$ cat config.mk
export PLATFORM = sky130hd
export DESIGN_NAME = uct_command_routing
export DESIGN_NICKNAME = d
export VERILOG_FILES = /design/src/uct_pkg.sv /design/src/uct_mem_if.sv /design/src/uct_command_routing.sv /design/src/uct_reply_mem.sv
export SDC_FILE = /design/constraint.sdc
export NUM_CORES = 1
export LEC_CHECK = 0
export BUFFER_PORTS_ARGS = -buffer_cell sky130_fd_sc_hd__buf_2
export CORE_UTILIZATION = 50
export DETAILED_ROUTE_END_ITERATION = 10
export PLACE_DENSITY = 0.65
export SYNTH_ARGS = -nofsm -noshare
export SYNTH_HDL_FRONTEND = slang
export SYNTH_SLANG_ARGS = --single-unit
$ cat constraint.sdc
create_clock -name i_clk -period 6.4 [get_ports i_clk]
set_input_delay 0.96 -clock i_clk [delete_from_list [all_inputs] [get_ports i_clk]]
set_output_delay 0.96 -clock i_clk [all_outputs]
set_load 0.05 [all_outputs]
$ cat src/uct_pkg.sv
// constants and types for the serial command issue and reply routing block
// assumes one 200 MHz clock; byte addresses on an 8-bit register port
package uct_pkg;

  localparam int ADDR_W = 8;
  localparam int DATA_W = 32;
  localparam int MEM_AW = 4;

  // register byte offsets
  localparam logic [7:0] OFF_CMD_ISSUE = 8'h00c0;
  localparam logic [7:0] OFF_CTRL = 8'h00c4;
  localparam logic [7:0] OFF_STATUS = 8'h00c8;
  localparam logic [7:0] OFF_LEGACY_LO = 8'h0010;
  localparam logic [7:0] OFF_LEGACY_HI = 8'h001c;
  localparam logic [7:0] OFF_REPLY_LO = 8'h00a0;
  localparam logic [7:0] OFF_REPLY_HI = 8'h00b0;

  // field positions
  localparam int LEN_LSB = 8;
  localparam int LEN_MSB = 12;
  localparam int KIND_LSB = 6;
  localparam int KIND_MSB = 7;
  localparam int CTRL_HALT_BIT = 0;
  localparam int CTRL_FLUSH_BIT = 1;
  localparam int CTRL_FRESET_BIT = 2;

  // legal packet byte counts
  localparam logic [4:0] LEN_MIN = 5'h04;
  localparam logic [4:0] LEN_MAX = 5'h14;

  // reset values
  localparam logic [4:0] LEN_RESET = 5'h00;
  localparam logic [DATA_W-1:0] RDATA_RESET = 32'h0000_0000;

  // storage slots: legacy words 0..3, serial reply store words 8..12
  localparam logic [MEM_AW-1:0] IDX_TRANS_BASE = 4'h0;
  localparam logic [MEM_AW-1:0] IDX_STOP_BASE = 4'h2;
  localparam logic [MEM_AW-1:0] IDX_REPLY_BASE = 4'h8;
  localparam logic [2:0] WORDS_REPLY = 3'h5;
  localparam logic [2:0] WORDS_TRANS = 3'h1;
  localparam logic [2:0] WORDS_STOP = 3'h2;

  typedef enum logic [1:0] {
    CT_NORMAL = 2'b00,
    CT_TRANS_ABORT = 2'b01,
    CT_STOP_ABORT = 2'b10,
    CT_DORMANT = 2'b11
  } uct_cmd_kind_type;

  typedef enum logic {
    PH_IDLE = 1'b0,
    PH_WAIT = 1'b1
  } uct_phase_type;

endpackage : uct_pkg

$ cat src/uct_mem_if.sv
// carrier between the routing logic and its reply storage
// assumes both ends on the same clock
`timescale 1ns/1ps
interface uct_mem_if;
  import uct_pkg::*;
  logic wr_en;
  logic [MEM_AW-1:0] wr_addr;
  logic [DATA_W-1:0] wr_data;
  logic rd_en;
  logic rd_from_mem;
  logic [MEM_AW-1:0] rd_addr;
  logic [DATA_W-1:0] rd_alt;
  logic [DATA_W-1:0] rd_data;
  modport ctrl (
    output wr_en, wr_addr, wr_data, rd_en, rd_from_mem, rd_addr, rd_alt,
    input rd_data
  );
  modport mem (
    input wr_en, wr_addr, wr_data, rd_en, rd_from_mem, rd_addr, rd_alt,
    output rd_data
  );
endinterface : uct_mem_if

$ cat src/uct_command_routing.sv
// serial command issue register and reply routing
// assumes a single-cycle register port and a same-clock reply word stream
//
// Contract
// - bits 12 to 8 of the command issue register are a read-write packet byte count.
// - bits 7 to 6 are a read-write command kind that marks aborts and picks reply storage.
// - a normal command's reply goes to the serial reply store at 0A0h to 0B3h.
// - a transaction abort's 4-byte reply goes to 010h to 013h, leaving the reply store alone.
// - a memory stop or I/O abort's 8-byte reply goes to 018h to 01Fh.
// - a dormant or full-reset control command's reply goes to 0A0h to 0B3h.
// - after saving that reply the block drives the serial lanes into dormant state.
// - an abort issued while a block-gap halt holds the transfer keeps the data path stopped.
`timescale 1ns/1ps
module uct_command_routing
  import uct_pkg::*;
(
  input wire logic i_clk,
  input wire logic i_arst_n,
  input wire logic [ADDR_W-1:0] i_addr,
  input wire logic [DATA_W-1:0] i_wdata,
  input wire logic i_wr,
  input wire logic i_rd,
  output logic [DATA_W-1:0] o_rdata,
  input wire logic i_resp_valid,
  input wire logic [DATA_W-1:0] i_resp_data,
  input wire logic i_resp_last,
  output logic o_cmd_issue,
  output logic [4:0] o_cmd_len,
  output logic [1:0] o_cmd_kind,
  output logic o_lane_dormant,
  output logic o_data_stop,
  output logic o_tran_flush,
  output logic o_full_reset
);

  ////////////////////////////////////////////////////////////////////////////////
  typedef struct packed {
    logic [4:0] len;
    logic [1:0] kind;
    uct_phase_type phase;
    uct_cmd_kind_type act;
    logic [2:0] cnt;
    logic dormant;
    logic halt;
    logic abort_hold;
    logic stop;
    logic len_err;
    logic issue;
    logic flush;
    logic freset;
  } uct_state_type;

  localparam uct_state_type ST_RESET = '{
    len: LEN_RESET, kind: CT_NORMAL, phase: PH_IDLE, act: CT_NORMAL,
    cnt: 3'h0, default: 1'b0
  };

  uct_state_type st_ff;
  uct_state_type nxt_st_ff;
  uct_mem_if mif ();

  function automatic logic [MEM_AW-1:0] slot_base(input uct_cmd_kind_type k);
    case (k)
      CT_TRANS_ABORT: slot_base = IDX_TRANS_BASE;
      CT_STOP_ABORT: slot_base = IDX_STOP_BASE;
      default: slot_base = IDX_REPLY_BASE;
    endcase
  endfunction : slot_base

  function automatic logic [2:0] slot_words(input uct_cmd_kind_type k);
    case (k)
      CT_TRANS_ABORT: slot_words = WORDS_TRANS;
      CT_STOP_ABORT: slot_words = WORDS_STOP;
      default: slot_words = WORDS_REPLY;
    endcase
  endfunction : slot_words

  // {hit, index} for a readable storage word
  function automatic logic [MEM_AW:0] map_store(input logic [ADDR_W-1:0] a);
    logic [ADDR_W-1:0] off;
    off = a - OFF_REPLY_LO;
    map_store = '0;
    if (a[1:0] == 2'b00 && a >= OFF_LEGACY_LO && a <= OFF_LEGACY_HI)
    begin
      map_store = {1'b1, 2'b00, a[3:2]};
    end
    else if (a[1:0] == 2'b00 && a >= OFF_REPLY_LO && a <= OFF_REPLY_HI)
    begin
      map_store = {1'b1, IDX_REPLY_BASE + MEM_AW'(off[ADDR_W-1:2])};
    end
  endfunction : map_store

  function automatic logic is_abort(input logic [1:0] k);
    is_abort = (k == CT_TRANS_ABORT) || (k == CT_STOP_ABORT);
  endfunction : is_abort

  ////////////////////////////////////////////////////////////////////////////////
  logic [4:0] w_len;
  logic [1:0] w_kind;
  logic w_len_ok;
  logic [MEM_AW:0] rd_map;

  assign w_len = i_wdata[LEN_MSB:LEN_LSB];
  assign w_kind = i_wdata[KIND_MSB:KIND_LSB];
  assign w_len_ok = (w_len >= LEN_MIN) && (w_len <= LEN_MAX);
  assign rd_map = map_store(i_addr);

  always_comb
  begin
    nxt_st_ff = st_ff;
    nxt_st_ff.issue = 1'b0;
    nxt_st_ff.flush = 1'b0;
    nxt_st_ff.freset = 1'b0;
    mif.wr_en = 1'b0;
    mif.wr_addr = slot_base(st_ff.act) + MEM_AW'(st_ff.cnt);
    mif.wr_data = i_resp_data;
    // reply capture into the slot of the latched kind
    case (st_ff.phase)
      PH_IDLE:
      begin
        nxt_st_ff.cnt = st_ff.cnt;
      end
      PH_WAIT:
      begin
        if (i_resp_valid)
        begin
          if (st_ff.cnt < slot_words(st_ff.act))
          begin
            mif.wr_en = 1'b1;
            nxt_st_ff.cnt = st_ff.cnt + 3'h1;
          end
          if (i_resp_last)
          begin
            nxt_st_ff.phase = PH_IDLE;
            if (st_ff.act == CT_DORMANT)
            begin
              nxt_st_ff.dormant = 1'b1;
            end
          end
        end
      end
      default:
      begin
        nxt_st_ff.phase = PH_IDLE;
      end
    endcase
    // register writes
    if (i_wr && i_addr == OFF_CMD_ISSUE)
    begin
      nxt_st_ff.len = w_len;
      nxt_st_ff.kind = w_kind;
      if (st_ff.phase == PH_IDLE)
      begin
        nxt_st_ff.len_err = !w_len_ok;
        if (w_len_ok)
        begin
          nxt_st_ff.issue = 1'b1;
          nxt_st_ff.act = uct_cmd_kind_type'(w_kind);
          nxt_st_ff.cnt = 3'h0;
          nxt_st_ff.phase = PH_WAIT;
          nxt_st_ff.dormant = 1'b0;
          if (is_abort(w_kind) && st_ff.halt)
          begin
            nxt_st_ff.abort_hold = 1'b1;
          end
        end
      end
    end
    if (i_wr && i_addr == OFF_CTRL)
    begin
      nxt_st_ff.halt = i_wdata[CTRL_HALT_BIT];
      if (i_wdata[CTRL_FLUSH_BIT])
      begin
        nxt_st_ff.flush = 1'b1;
        nxt_st_ff.abort_hold = 1'b0;
      end
      if (i_wdata[CTRL_FRESET_BIT])
      begin
        nxt_st_ff = ST_RESET;
        nxt_st_ff.freset = 1'b1;
        nxt_st_ff.flush = i_wdata[CTRL_FLUSH_BIT];
      end
    end
    nxt_st_ff.stop = nxt_st_ff.halt | nxt_st_ff.abort_hold;
    // read port, answered by the storage flop
    mif.rd_en = i_rd;
    mif.rd_from_mem = rd_map[MEM_AW];
    mif.rd_addr = rd_map[MEM_AW-1:0];
    if (i_addr == OFF_CMD_ISSUE)
    begin
      mif.rd_alt = {19'h0_0000, st_ff.len, st_ff.kind, 6'h00};
    end
    else if (i_addr == OFF_CTRL)
    begin
      mif.rd_alt = {31'h0000_0000, st_ff.halt};
    end
    else if (i_addr == OFF_STATUS)
    begin
      mif.rd_alt = {28'h000_0000, st_ff.len_err, st_ff.stop, st_ff.dormant,
                    st_ff.phase == PH_WAIT};
    end
    else
    begin
      mif.rd_alt = RDATA_RESET;
    end
  end

  always_ff @(posedge i_clk or negedge i_arst_n)
  begin
    if (!i_arst_n)
    begin
      st_ff <= ST_RESET;
    end
    else
    begin
      st_ff <= nxt_st_ff;
    end
  end

  uct_reply_mem u_store (
    .i_clk(i_clk),
    .i_arst_n(i_arst_n),
    .mif(mif.mem)
  );

  assign o_rdata = mif.rd_data;
  assign o_cmd_issue = st_ff.issue;
  assign o_cmd_len = st_ff.len;
  assign o_cmd_kind = st_ff.act;
  assign o_lane_dormant = st_ff.dormant;
  assign o_data_stop = st_ff.stop;
  assign o_tran_flush = st_ff.flush;
  assign o_full_reset = st_ff.freset;

  logic ctrl_wr_quiet;
  assign ctrl_wr_quiet = !(i_wr && i_addr == OFF_CTRL);
endmodule : uct_command_routing

$ cat src/uct_reply_mem.sv
// reply storage: 16 words, one write port, registered read port
// assumes the read port also carries non-memory register data to register
`timescale 1ns/1ps
module uct_reply_mem
  import uct_pkg::*;
(
  input wire logic i_clk,
  input wire logic i_arst_n,
  uct_mem_if.mem mif
);

  logic [DATA_W-1:0] store [0:(1<<MEM_AW)-1];
  logic [DATA_W-1:0] rd_data_ff;

  always_ff @(posedge i_clk)
  begin
    if (mif.wr_en)
    begin
      store[mif.wr_addr] <= mif.wr_data;
    end
  end

  // read data stand only in the cycle after the strobe
  always_ff @(posedge i_clk or negedge i_arst_n)
  begin
    if (!i_arst_n)
    begin
      rd_data_ff <= RDATA_RESET;
    end
    else if (mif.rd_en)
    begin
      rd_data_ff <= mif.rd_from_mem ? store[mif.rd_addr] : mif.rd_alt;
    end
    else
    begin
      rd_data_ff <= RDATA_RESET;
    end
  end

  assign mif.rd_data = rd_data_ff;

endmodule : uct_reply_mem

==> impl_metrics.toml, run 1 <==
[critical_path]
setup.worst_path.end_class = "register"
crit_required_ns = 6.79
setup.worst_path.start_class = "input port"
setup.worst_path.class = "in -> reg"
cp_slowest_cell = "sky130_fd_sc_hd__nand2_1"
cpLargestDelayFamily = "compound AO/OA/AOI/OAI gates"
worstPathArrival_ns = 4.05
timing.critical_path.slowest_cell_delay_ns = 0.89
cp_num_buf_inv = 2
worstPathMaxFanout = 38
path_cells = "buf_2 -> nor3_4 -> buf_4 -> nand2_1 -> a21bo_2 -> a2111oi_2"

[place]
placed_cell_area_mm2 = 0.0165
globalplace.congestion = 0.786
place_ws_ns = 2.22
place_inst = 1391
dp.final_hpwl_mm = 19.2
port-buffer-count = 99

[logic_synthesis]
synth_seq_area_share_pct = 74.4
syn-mean-instance-area_um2 = 16.5
syn_inst = 946
count_of_flip_flops_with_a_built_in_enable_after_synthesis = 343
synth_seq_cells = 396
synth_flop_cell = "sky130_fd_sc_hd__edfxtp_1"
mappedNetlistArea_mm2 = 0.0156
synthesis.yosys.warnings = 0
yosysUniqueCellTypes = 61
postSynth.asyncResetShare_pct = 13.4
synth_fp_nets = 1031

[drt]
firstDrtPassIters = 5
detail_route.vias_per_cell = 6.28
wire_per_inst_um = 25.3
drt_drc_violations_left = 0
num_vias = 9195
wl_mm = 37.0
first_iter_violations = 1075
postRouteAntennaNets = 0

[sta]
timing.final.crit_share_pct = 57.1
final.min_clock_period_ns = 3.65
finalSetupViolations = 0
clock-skew-final_ns = 0.0229
final_hold_viol_count = 0
timing.slew.headroom_pct = 15.3
fin_setup_tns_ns = 0
fmax_achieved_mhz = 274
tightestPinTransition_ns = 1.27
grt_setup_unrepaired = "false"
hold-worst-slack_ns = 0.509
maxSlewViolCount = 0
post-route-worst-setup-slack_ns = 2.75

[floorplan]
die_w_um = 179
rows = 64
die_y_um = 179
core_area_mm2 = 0.0307
die-area_mm2 = 0.0320
io_pins = 122
initial_core_util_pct = 50.9

[clock_tree]
clkSinkCount = 396
clock-root-buffer = "sky130_fd_sc_hd__clkbuf_16"
post_cts_resize_count = 0
tritoncts = "done"
max-clock-path-buffers = 3
cts-htree-levels = 2
holdBufCountCts = 0
post-cts-setup-buffer-count = 0
numCtsBuffers = 40
worst_setup_hold_path_clk_slew_ns = 0.06
clock_latency_ns = 0.53

[grt]
globalRouteTotalUtil_pct = 23.8
globalRouteOverflowTotal = 0
grt_pass1_wl_mm = 55.6
grt_antenna_before_repair = 2
via_count_of_the_first_global_routing_pass = 9016
grt_start_max_net_pins = 68

[power_and_ir_drop]
power.share.sequential_pct = 54.4
total_switching_power_mw = 1.08
power.clock.fraction_pct = 41.8
power_report.internal_total_mw = 4.10
ir_drop_v = 0.000166
pwr_density_cell_mw_per_mm2 = 292
combinationalPowerShare_pct = 3.8
power.total_mw = 5.18
switching_share_pct = 20.8
lkg_pwr_nw = 6.20

[hold_path]
hp-class = "reg -> reg"

[cells_and_area]
mostFrequentLayoutCell = "sky130_fd_sc_hd__edfxtp_1"
fin_nets = 1122
fin_util_pct = 57.8
fillerInstances = 2399
syn_to_final_growth_pct = 13.5
fin_area_mm2 = 0.0177
layout.cells.most_common_list = "sky130_fd_sc_hd__edfxtp_1 (343), sky130_fd_sc_hd__buf_2 (97), sky130_fd_sc_hd__a21oi_1 (58)"
final_cell_count_no_fill = 1464
drive_above_1_share_pct = 22.3

[run_status]
status = "complete, no violations"

[run]
drv.max_cap_violation_count = 0
## per-layer routing
layer  share of wire [%]  global-route usage [%]  vias up
met5               0.027                       0        -
met4                 2.2                    6.57        2
met3                 6.2                    3.33       62
met2                  49                    39.3      336
li1                    -                       -     4072
met1                  42                    33.1     4723
## cell usage after synthesis, types with 3 or more instances
cell type,instances,area [um2]
sky130_fd_sc_hd__a2111oi_2,20,300
sky130_fd_sc_hd__nand2_1,11,41.3
sky130_fd_sc_hd__nand3b_1,3,22.5
sky130_fd_sc_hd__and2_1,4,25.0
sky130_fd_sc_hd__o211ai_1,23,173
sky130_fd_sc_hd__clkbuf_1,29,109
sky130_fd_sc_hd__a221oi_2,4,60.1
sky130_fd_sc_hd__a221oi_1,49,429
sky130_fd_sc_hd__mux2_2,12,135
sky130_fd_sc_hd__buf_1,9,33.8
sky130_fd_sc_hd__nor2_1,32,120
sky130_fd_sc_hd__a21o_1,6,45.0
sky130_fd_sc_hd__o31ai_1,7,52.6
sky130_fd_sc_hd__ha_1,7,87.6
sky130_fd_sc_hd__nand2b_1,5,31.3
sky130_fd_sc_hd__nand3_1,31,155
sky130_fd_sc_hd__a2111oi_0,3,26.3
sky130_fd_sc_hd__a21oi_1,58,290
sky130_fd_sc_hd__mux2i_1,19,190
sky130_fd_sc_hd__edfxtp_1,343,10300
sky130_fd_sc_hd__a41oi_1,3,26.3
sky130_fd_sc_hd__o21ai_0,27,135
sky130_fd_sc_hd__inv_1,11,41.3
sky130_fd_sc_hd__nor3_1,8,40.0
sky130_fd_sc_hd__a211oi_1,12,90.1
sky130_fd_sc_hd__buf_4,13,97.6
sky130_fd_sc_hd__nor4_1,3,18.8
sky130_fd_sc_hd__buf_2,21,105
sky130_fd_sc_hd__a221o_1,23,230
sky130_fd_sc_hd__and3_1,7,43.8
sky130_fd_sc_hd__dfrtp_1,53,1330
sky130_fd_sc_hd__nand4_1,3,18.8
sky130_fd_sc_hd__o21a_1,7,52.6
sky130_fd_sc_hd__a211o_1,42,368
## registers in the layout, indices dropped and copies added (netlist names)
| name | flops |
|---|---|
| u_store.store | 343 |
| u_store.mif.rd_data | 32 |
| st_ff | 9 |
| o_cmd_len | 5 |
| o_cmd_kind | 2 |
| o_cmd_issue | 1 |
| o_data_stop | 1 |
| o_full_reset | 1 |
| o_lane_dormant | 1 |
| o_tran_flush | 1 |
## worst register-to-register path, stage by stage (launching register included)
cell                       delay [ns]
sky130_fd_sc_hd__dfrtp_1         0.41
sky130_fd_sc_hd__inv_1           0.07
sky130_fd_sc_hd__ha_1            0.19
sky130_fd_sc_hd__inv_1           0.05
sky130_fd_sc_hd__ha_1            0.37
sky130_fd_sc_hd__o21a_1          0.14
sky130_fd_sc_hd__o21ai_0         0.18
sky130_fd_sc_hd__and2_1          0.30
sky130_fd_sc_hd__nand3b_1        0.33
sky130_fd_sc_hd__nor2_4          0.61
sky130_fd_sc_hd__buf_4           0.44
## path summary, 6_finish.rpt
path / start / end / slack, ns / cells after the start
setup / recovery: i_addr[1] / u_store.mif.rd_data[4] / 2.75 / 6
hold reg to reg: st_ff[3] / st_ff[3] / 0.51 / 2
hold / removal: st_ff[3] / st_ff[3] / 0.51 / 2
max in group asynchronous: i_arst_n / u_store.mif.rd_data[0] / 5.25 / 2
min in group asynchronous: i_arst_n / u_store.mif.rd_data[31] / 0.59 / 2
setup reg to reg: o_cmd_kind[0] / u_store.store[1][31] / 2.97 / 10
## power by group through the flow
stage | Combinational [mW] | Sequential (mW) | Clock (mW)
after global placement | 0.193 | 2.87 | 0
final | 0.197 | 2.82 | 2.17
after detailed placement | 0.197 | 2.87 | 0
after floorplan | 0.0969 | 2.88 | 0
after CTS | 0.198 | 2.82 | 2.20
after global routing | 0.213 | 2.82 | 2.30
## cell type report
cell class	count	area, um2	area share (%)
inverter	12	45.0	0.254
tap	396	495	2.79
multi-input combinational	463	3670	20.7
clock inverter	11	91.3	0.515
antenna	1	2.50	0.0141
timing repair buffer	124	688	3.88
clock buffer	61	1110	6.26
sequential	396	11600	65.6
## logic make-up after synthesis
| family | synth area share (%) |
|---|---|
| DFF | 74.4 |
| buffers and inverters | 2.68 |
| AOI/OAI and AO/OA | 15.3 |
| adders and majority gates | 0.561 |
| muxes | 2.37 |
| xor gates and xnor gates | 0.224 |
| and+or+nand+nor | 4.45 |
No activity file was read; power rests on OpenSTA's default activity.
==> run 2, diff against run 1 <==
--- a/config.mk
+++ b/config.mk
@@ -8,7 +8,7 @@
 export BUFFER_PORTS_ARGS = -buffer_cell sky130_fd_sc_hd__buf_2
 export CORE_UTILIZATION = 50
 export DETAILED_ROUTE_END_ITERATION = 10
-export PLACE_DENSITY = 0.65
+export PLACE_DENSITY = 0.68
 export SYNTH_ARGS = -nofsm -noshare
 export SYNTH_HDL_FRONTEND = slang
 export SYNTH_SLANG_ARGS = --single-unit
==> constraint.sdc (replaced) <==
create_clock -name i_clk -period 3.05 [get_ports i_clk]
set_input_delay 0.4575 -clock i_clk [delete_from_list [all_inputs] [get_ports i_clk]]
set_output_delay 0.4575 -clock i_clk [all_outputs]
set_load 0.05 [all_outputs]
==> impl_metrics.toml, run 2 (same netlist as run 1, synthesis figures left out) <==
[grt]
grt_antenna_before_repair = 2
globalRouteTotalUtil_pct = 23.9
grt_pass1_wl_mm = 56.2
grt_start_max_net_pins = 81
globalRouteOverflowTotal = 0
via_count_of_the_first_global_routing_pass = 9331

[sta]
hold-worst-slack_ns = 0.160
final.min_clock_period_ns = 2.85
tightestPinTransition_ns = 1.03
fin_setup_tns_ns = 0
final_hold_viol_count = 0
post-route-worst-setup-slack_ns = 0.202
maxSlewViolCount = 0
clock-skew-final_ns = 0.0170
finalSetupViolations = 0
timing.slew.headroom_pct = 31.2
grt_setup_unrepaired = "false"
fmax_achieved_mhz = 351
timing.final.crit_share_pct = 93.4

[hold_path]
hp-class = "in -> reg"

[drt]
num_vias = 9369
detail_route.vias_per_cell = 6.26
firstDrtPassIters = 5
wire_per_inst_um = 24.8
first_iter_violations = 825
wl_mm = 37.2
drt_drc_violations_left = 0
postRouteAntennaNets = 0

[place]
globalplace.congestion = 0.755
place_ws_ns = 0.212
dp.final_hpwl_mm = 22.0
place_inst = 1418
port-buffer-count = 99

[critical_path]
setup.worst_path.class = "reg -> reg"
setup.worst_path.start_class = "register"
crit_required_ns = 3.26
worstPathArrival_ns = 3.06
setup.worst_path.end_class = "register"
worstPathMaxFanout = 32

[clock_tree]
post_cts_resize_count = 0
cts-htree-levels = 2
post-cts-setup-buffer-count = 0
tritoncts = "done"
max-clock-path-buffers = 3
clock_latency_ns = 0.53
clock-root-buffer = "sky130_fd_sc_hd__clkbuf_16"
numCtsBuffers = 41
holdBufCountCts = 1
worst_setup_hold_path_clk_slew_ns = 0.06
clkSinkCount = 396

[power_and_ir_drop]
pwr_density_cell_mw_per_mm2 = 625
ir_drop_v = 0.000486
lkg_pwr_nw = 6.48

[cells_and_area]
drive_above_1_share_pct = 25.2
fin_nets = 1151
layout.cells.most_common_list = "sky130_fd_sc_hd__edfxtp_1 (343), sky130_fd_sc_hd__buf_2 (97), sky130_fd_sc_hd__a21oi_1 (58)"
syn_to_final_growth_pct = 17.2
largest_register_ff_count = 343
registers.top_by_ff_count = "u_store.store"
final_cell_count_no_fill = 1496
fin_util_pct = 59.7
mostFrequentLayoutCell = "sky130_fd_sc_hd__edfxtp_1"

[floorplan]
io_pins = 122
die_w_um = 179
initial_core_util_pct = 50.9
rows = 64
die-area_mm2 = 0.0320
die_y_um = 179
core_area_mm2 = 0.0307

[run]
drv.max_cap_violation_count = 0

[run_status]
status = "complete, no violations"
## run 2: area by class of cell
cell class,count,area [um2]
diodes,1,2.50
fillers,2296,12400
clock inverters,16,213
inverters,12,45.0
multi-input cells,463,3700
repair buffers,152,1050
flip-flops and latches,396,11600
well taps,396,495
clock buffers,60,1170
## run 2: through the flow
stage / area (um2) / total power [mW]
finish: 18300 / 11.4
floorplan: 15700 / 6.25
detailed placement: 16900 / 6.46
global route: 18300 / 11.8
global placement: 16900 / 6.45
CTS: 18300 / 11.5
## run 2: worst paths after layout
kind,start,slack (ns),cells after the start,to
max,o_cmd_kind[0],0.20,10,u_store.store[10][16]
max reg2reg,o_cmd_kind[0],0.20,10,u_store.store[10][16]
max in group asynchronous,i_arst_n,1.83,3,u_store.mif.rd_data[18]
min reg2reg,st_ff[5],0.51,2,st_ff[5]
min,i_wdata[1],0.16,2,o_tran_flush
min in group asynchronous,i_arst_n,0.47,2,u_store.mif.rd_data[7]
## run 2: critical path, stage by stage (launching register included)
cell                      delay, ns
sky130_fd_sc_hd__dfrtp_1       0.41
sky130_fd_sc_hd__inv_1         0.07
sky130_fd_sc_hd__ha_2          0.20
sky130_fd_sc_hd__inv_2         0.05
sky130_fd_sc_hd__ha_4          0.25
sky130_fd_sc_hd__o21a_1        0.11
sky130_fd_sc_hd__o21ai_1       0.13
sky130_fd_sc_hd__and2_1        0.30
sky130_fd_sc_hd__or3b_4        0.49
sky130_fd_sc_hd__nor3_4        0.24
sky130_fd_sc_hd__buf_12        0.27
## run 2: routing by layer
layer,global-route usage (%),vias up,wire length [um]
met5,0,-,13
met4,6.60,2,752
met3,3.75,50,2470
met2,39.2,350,18200
met1,33.3,4835,15800
li1,-,4132,-
## run 2: power breakdown
group	internal (mW)	switching (mW)	total, mW
clock network	3.10	1.99	5.08
registers	5.90	0.0136	5.92
logic	0.126	0.311	0.437
total	9.12	2.31	11.4
==> run 3, diff against run 2 <==
--- a/config.mk
+++ b/config.mk
@@ -8,7 +8,8 @@
 export BUFFER_PORTS_ARGS = -buffer_cell sky130_fd_sc_hd__buf_2
 export CORE_UTILIZATION = 50
 export DETAILED_ROUTE_END_ITERATION = 10
-export PLACE_DENSITY = 0.68
+export PLACE_DENSITY = 0.71
+export RECOVER_POWER = 25
 export SYNTH_ARGS = -nofsm -noshare
 export SYNTH_HDL_FRONTEND = slang
 export SYNTH_SLANG_ARGS = --single-unit
==> impl_metrics.toml, run 3 (same netlist as run 1, synthesis figures left out) <==
[run_status]
status = "complete, no violations"

[floorplan]
rows = 64
io_pins = 122
die_w_um = 179
die_y_um = 179
die-area_mm2 = 0.0320
initial_core_util_pct = 50.9
core_area_mm2 = 0.0307

[drt]
firstDrtPassIters = 5
detail_route.vias_per_cell = 6.29
first_iter_violations = 937
postRouteAntennaNets = 0
wl_mm = 37.0
num_vias = 9382
wire_per_inst_um = 24.8
drt_drc_violations_left = 0

[sta]
fmax_achieved_mhz = 347
maxSlewViolCount = 0
timing.slew.headroom_pct = 12.7
timing.final.crit_share_pct = 94.6
clock-skew-final_ns = 0.0204
final.min_clock_period_ns = 2.89
fin_setup_tns_ns = 0
hold-worst-slack_ns = 0.150
final_hold_viol_count = 0
tightestPinTransition_ns = 1.31
grt_setup_unrepaired = "false"
finalSetupViolations = 0

[cells_and_area]
fin_util_pct = 59.2
fin_nets = 1147
fillerInstances = 2330
registers.top_by_ff_count = "u_store.store"
mostFrequentLayoutCell = "sky130_fd_sc_hd__edfxtp_1"
syn_to_final_growth_pct = 16.1
layout.cells.most_common_list = "sky130_fd_sc_hd__edfxtp_1 (343), sky130_fd_sc_hd__buf_2 (74), sky130_fd_sc_hd__a21oi_1 (58)"
largest_register_ff_count = 343
drive_above_1_share_pct = 22.5

[clock_tree]
worst_setup_hold_path_clk_slew_ns = 0.06
numCtsBuffers = 39
cts-htree-levels = 2
max-clock-path-buffers = 3
post-cts-setup-buffer-count = 0
tritoncts = "done"
clkSinkCount = 396
post_cts_resize_count = 0
clock-root-buffer = "sky130_fd_sc_hd__clkbuf_16"
clock_latency_ns = 0.53
holdBufCountCts = 1

[place]
dp.final_hpwl_mm = 21.8
port-buffer-count = 99
globalplace.congestion = 0.787

[grt]
via_count_of_the_first_global_routing_pass = 9521
global_route.usage.met3_pct = 3.97
globalRouteTotalUtil_pct = 23.7
grt_start_max_net_pins = 87
grt-busiest-layer = "met2"
grt_pass1_wl_mm = 56.0
grtUsageMet2_pct = 40.0
grt_antenna_before_repair = 4
globalRouteOverflowTotal = 0
met1_resource_use_gr_pct = 31.7

[power_and_ir_drop]
power_report.internal_total_mw = 8.65
total_switching_power_mw = 2.24
combinationalPowerShare_pct = 4.0
power.share.sequential_pct = 54.3
switching_share_pct = 20.6
lkg_pwr_nw = 6.33
power.clock.fraction_pct = 41.7
ir_drop_v = 0.000436
pwr_density_cell_mw_per_mm2 = 600

[critical_path]
worstPathMaxFanout = 32
setup.worst_path.end_class = "register"
cp_slowest_cell = "sky130_fd_sc_hd__or3b_4"
crit_required_ns = 3.25
path_cells = "inv_1 -> ha_2 -> inv_2 -> ha_4 -> o21a_1 -> o21ai_1 -> and2_1 -> or3b_4 -> nor3_4 -> buf_12"
timing.critical_path.slowest_cell_delay_ns = 0.49
setup.worst_path.class = "reg -> reg"
worstPathArrival_ns = 3.08
setup.worst_path.start_class = "register"

[run]
drv.max_cap_violation_count = 0

[hold_path]
hp-class = "in -> reg"
run 3: path summary, 6_finish.rpt:
kind                               start                 endpoint  slack [ns]  cells past startpoint
min reg2reg                     st_ff[3]                 st_ff[3]        0.52                      2
max reg2reg                o_cmd_kind[0]     u_store.store[10][7]        0.16                     10
max in group asynchronous       i_arst_n   u_store.mif.rd_data[1]        2.04                      3
min                           i_wdata[1]             o_tran_flush        0.15                      2
min in group asynchronous       i_arst_n  u_store.mif.rd_data[31]        0.32                      2
max                        o_cmd_kind[0]     u_store.store[10][7]        0.16                     10
run 3: area by class of cell:
type	instances	area, um2	share of cell area, %
clock inverter	15	110	0.607
antenna	3	7.51	0.0414
sequential	396	11600	64.1
tap	396	495	2.73
multi-input combinational	463	3700	20.4
timing repair buffer	150	1040	5.76
inverter	12	45.0	0.248
clock buffer	56	1110	6.12
run 3: worst max-delay path: cells and delay by family, from the launching register on:
family / cells / cell delay, ns
AOI/OAI and AO/OA: 2 / 0.25
adders and majority gates: 2 / 0.45
buffers and inverters: 3 / 0.39
DFF: 1 / 0.41
and+or+nand+nor: 3 / 1.03
run 3: per-stage QoR:
stage          total power, mW  setup slack, ns  cells  cell area (um2)
4_1_cts                   11.0            0.181   1488            18200
2_1_floorplan             6.25           -0.306    946            15700
3_5_place_dp              6.46           0.0580   1416            16900
6_report                  10.9            0.165   1491            18100
3_3_place_gp              6.45            0.114   1416            16900
5_1_grt                   11.2           0.0497   1490            18100
run 3: power groups by stage:
stage / combinational [mW] / clock, mW / sequential [mW]
floorplan: 0.210 / 0 / 6.05
global placement: 0.420 / 0 / 6.03
detailed placement: 0.433 / 0 / 6.03
CTS: 0.436 / 4.60 / 5.92
global route: 0.464 / 4.80 / 5.91
finish: 0.431 / 4.54 / 5.92
run 3: routing by layer:
metal	vias to the layer above	part of all wire [%]
li1	4128	-
met1	4859	42
met2	337	50
met3	56	5.9
met4	2	2.1
met5	-	0.032
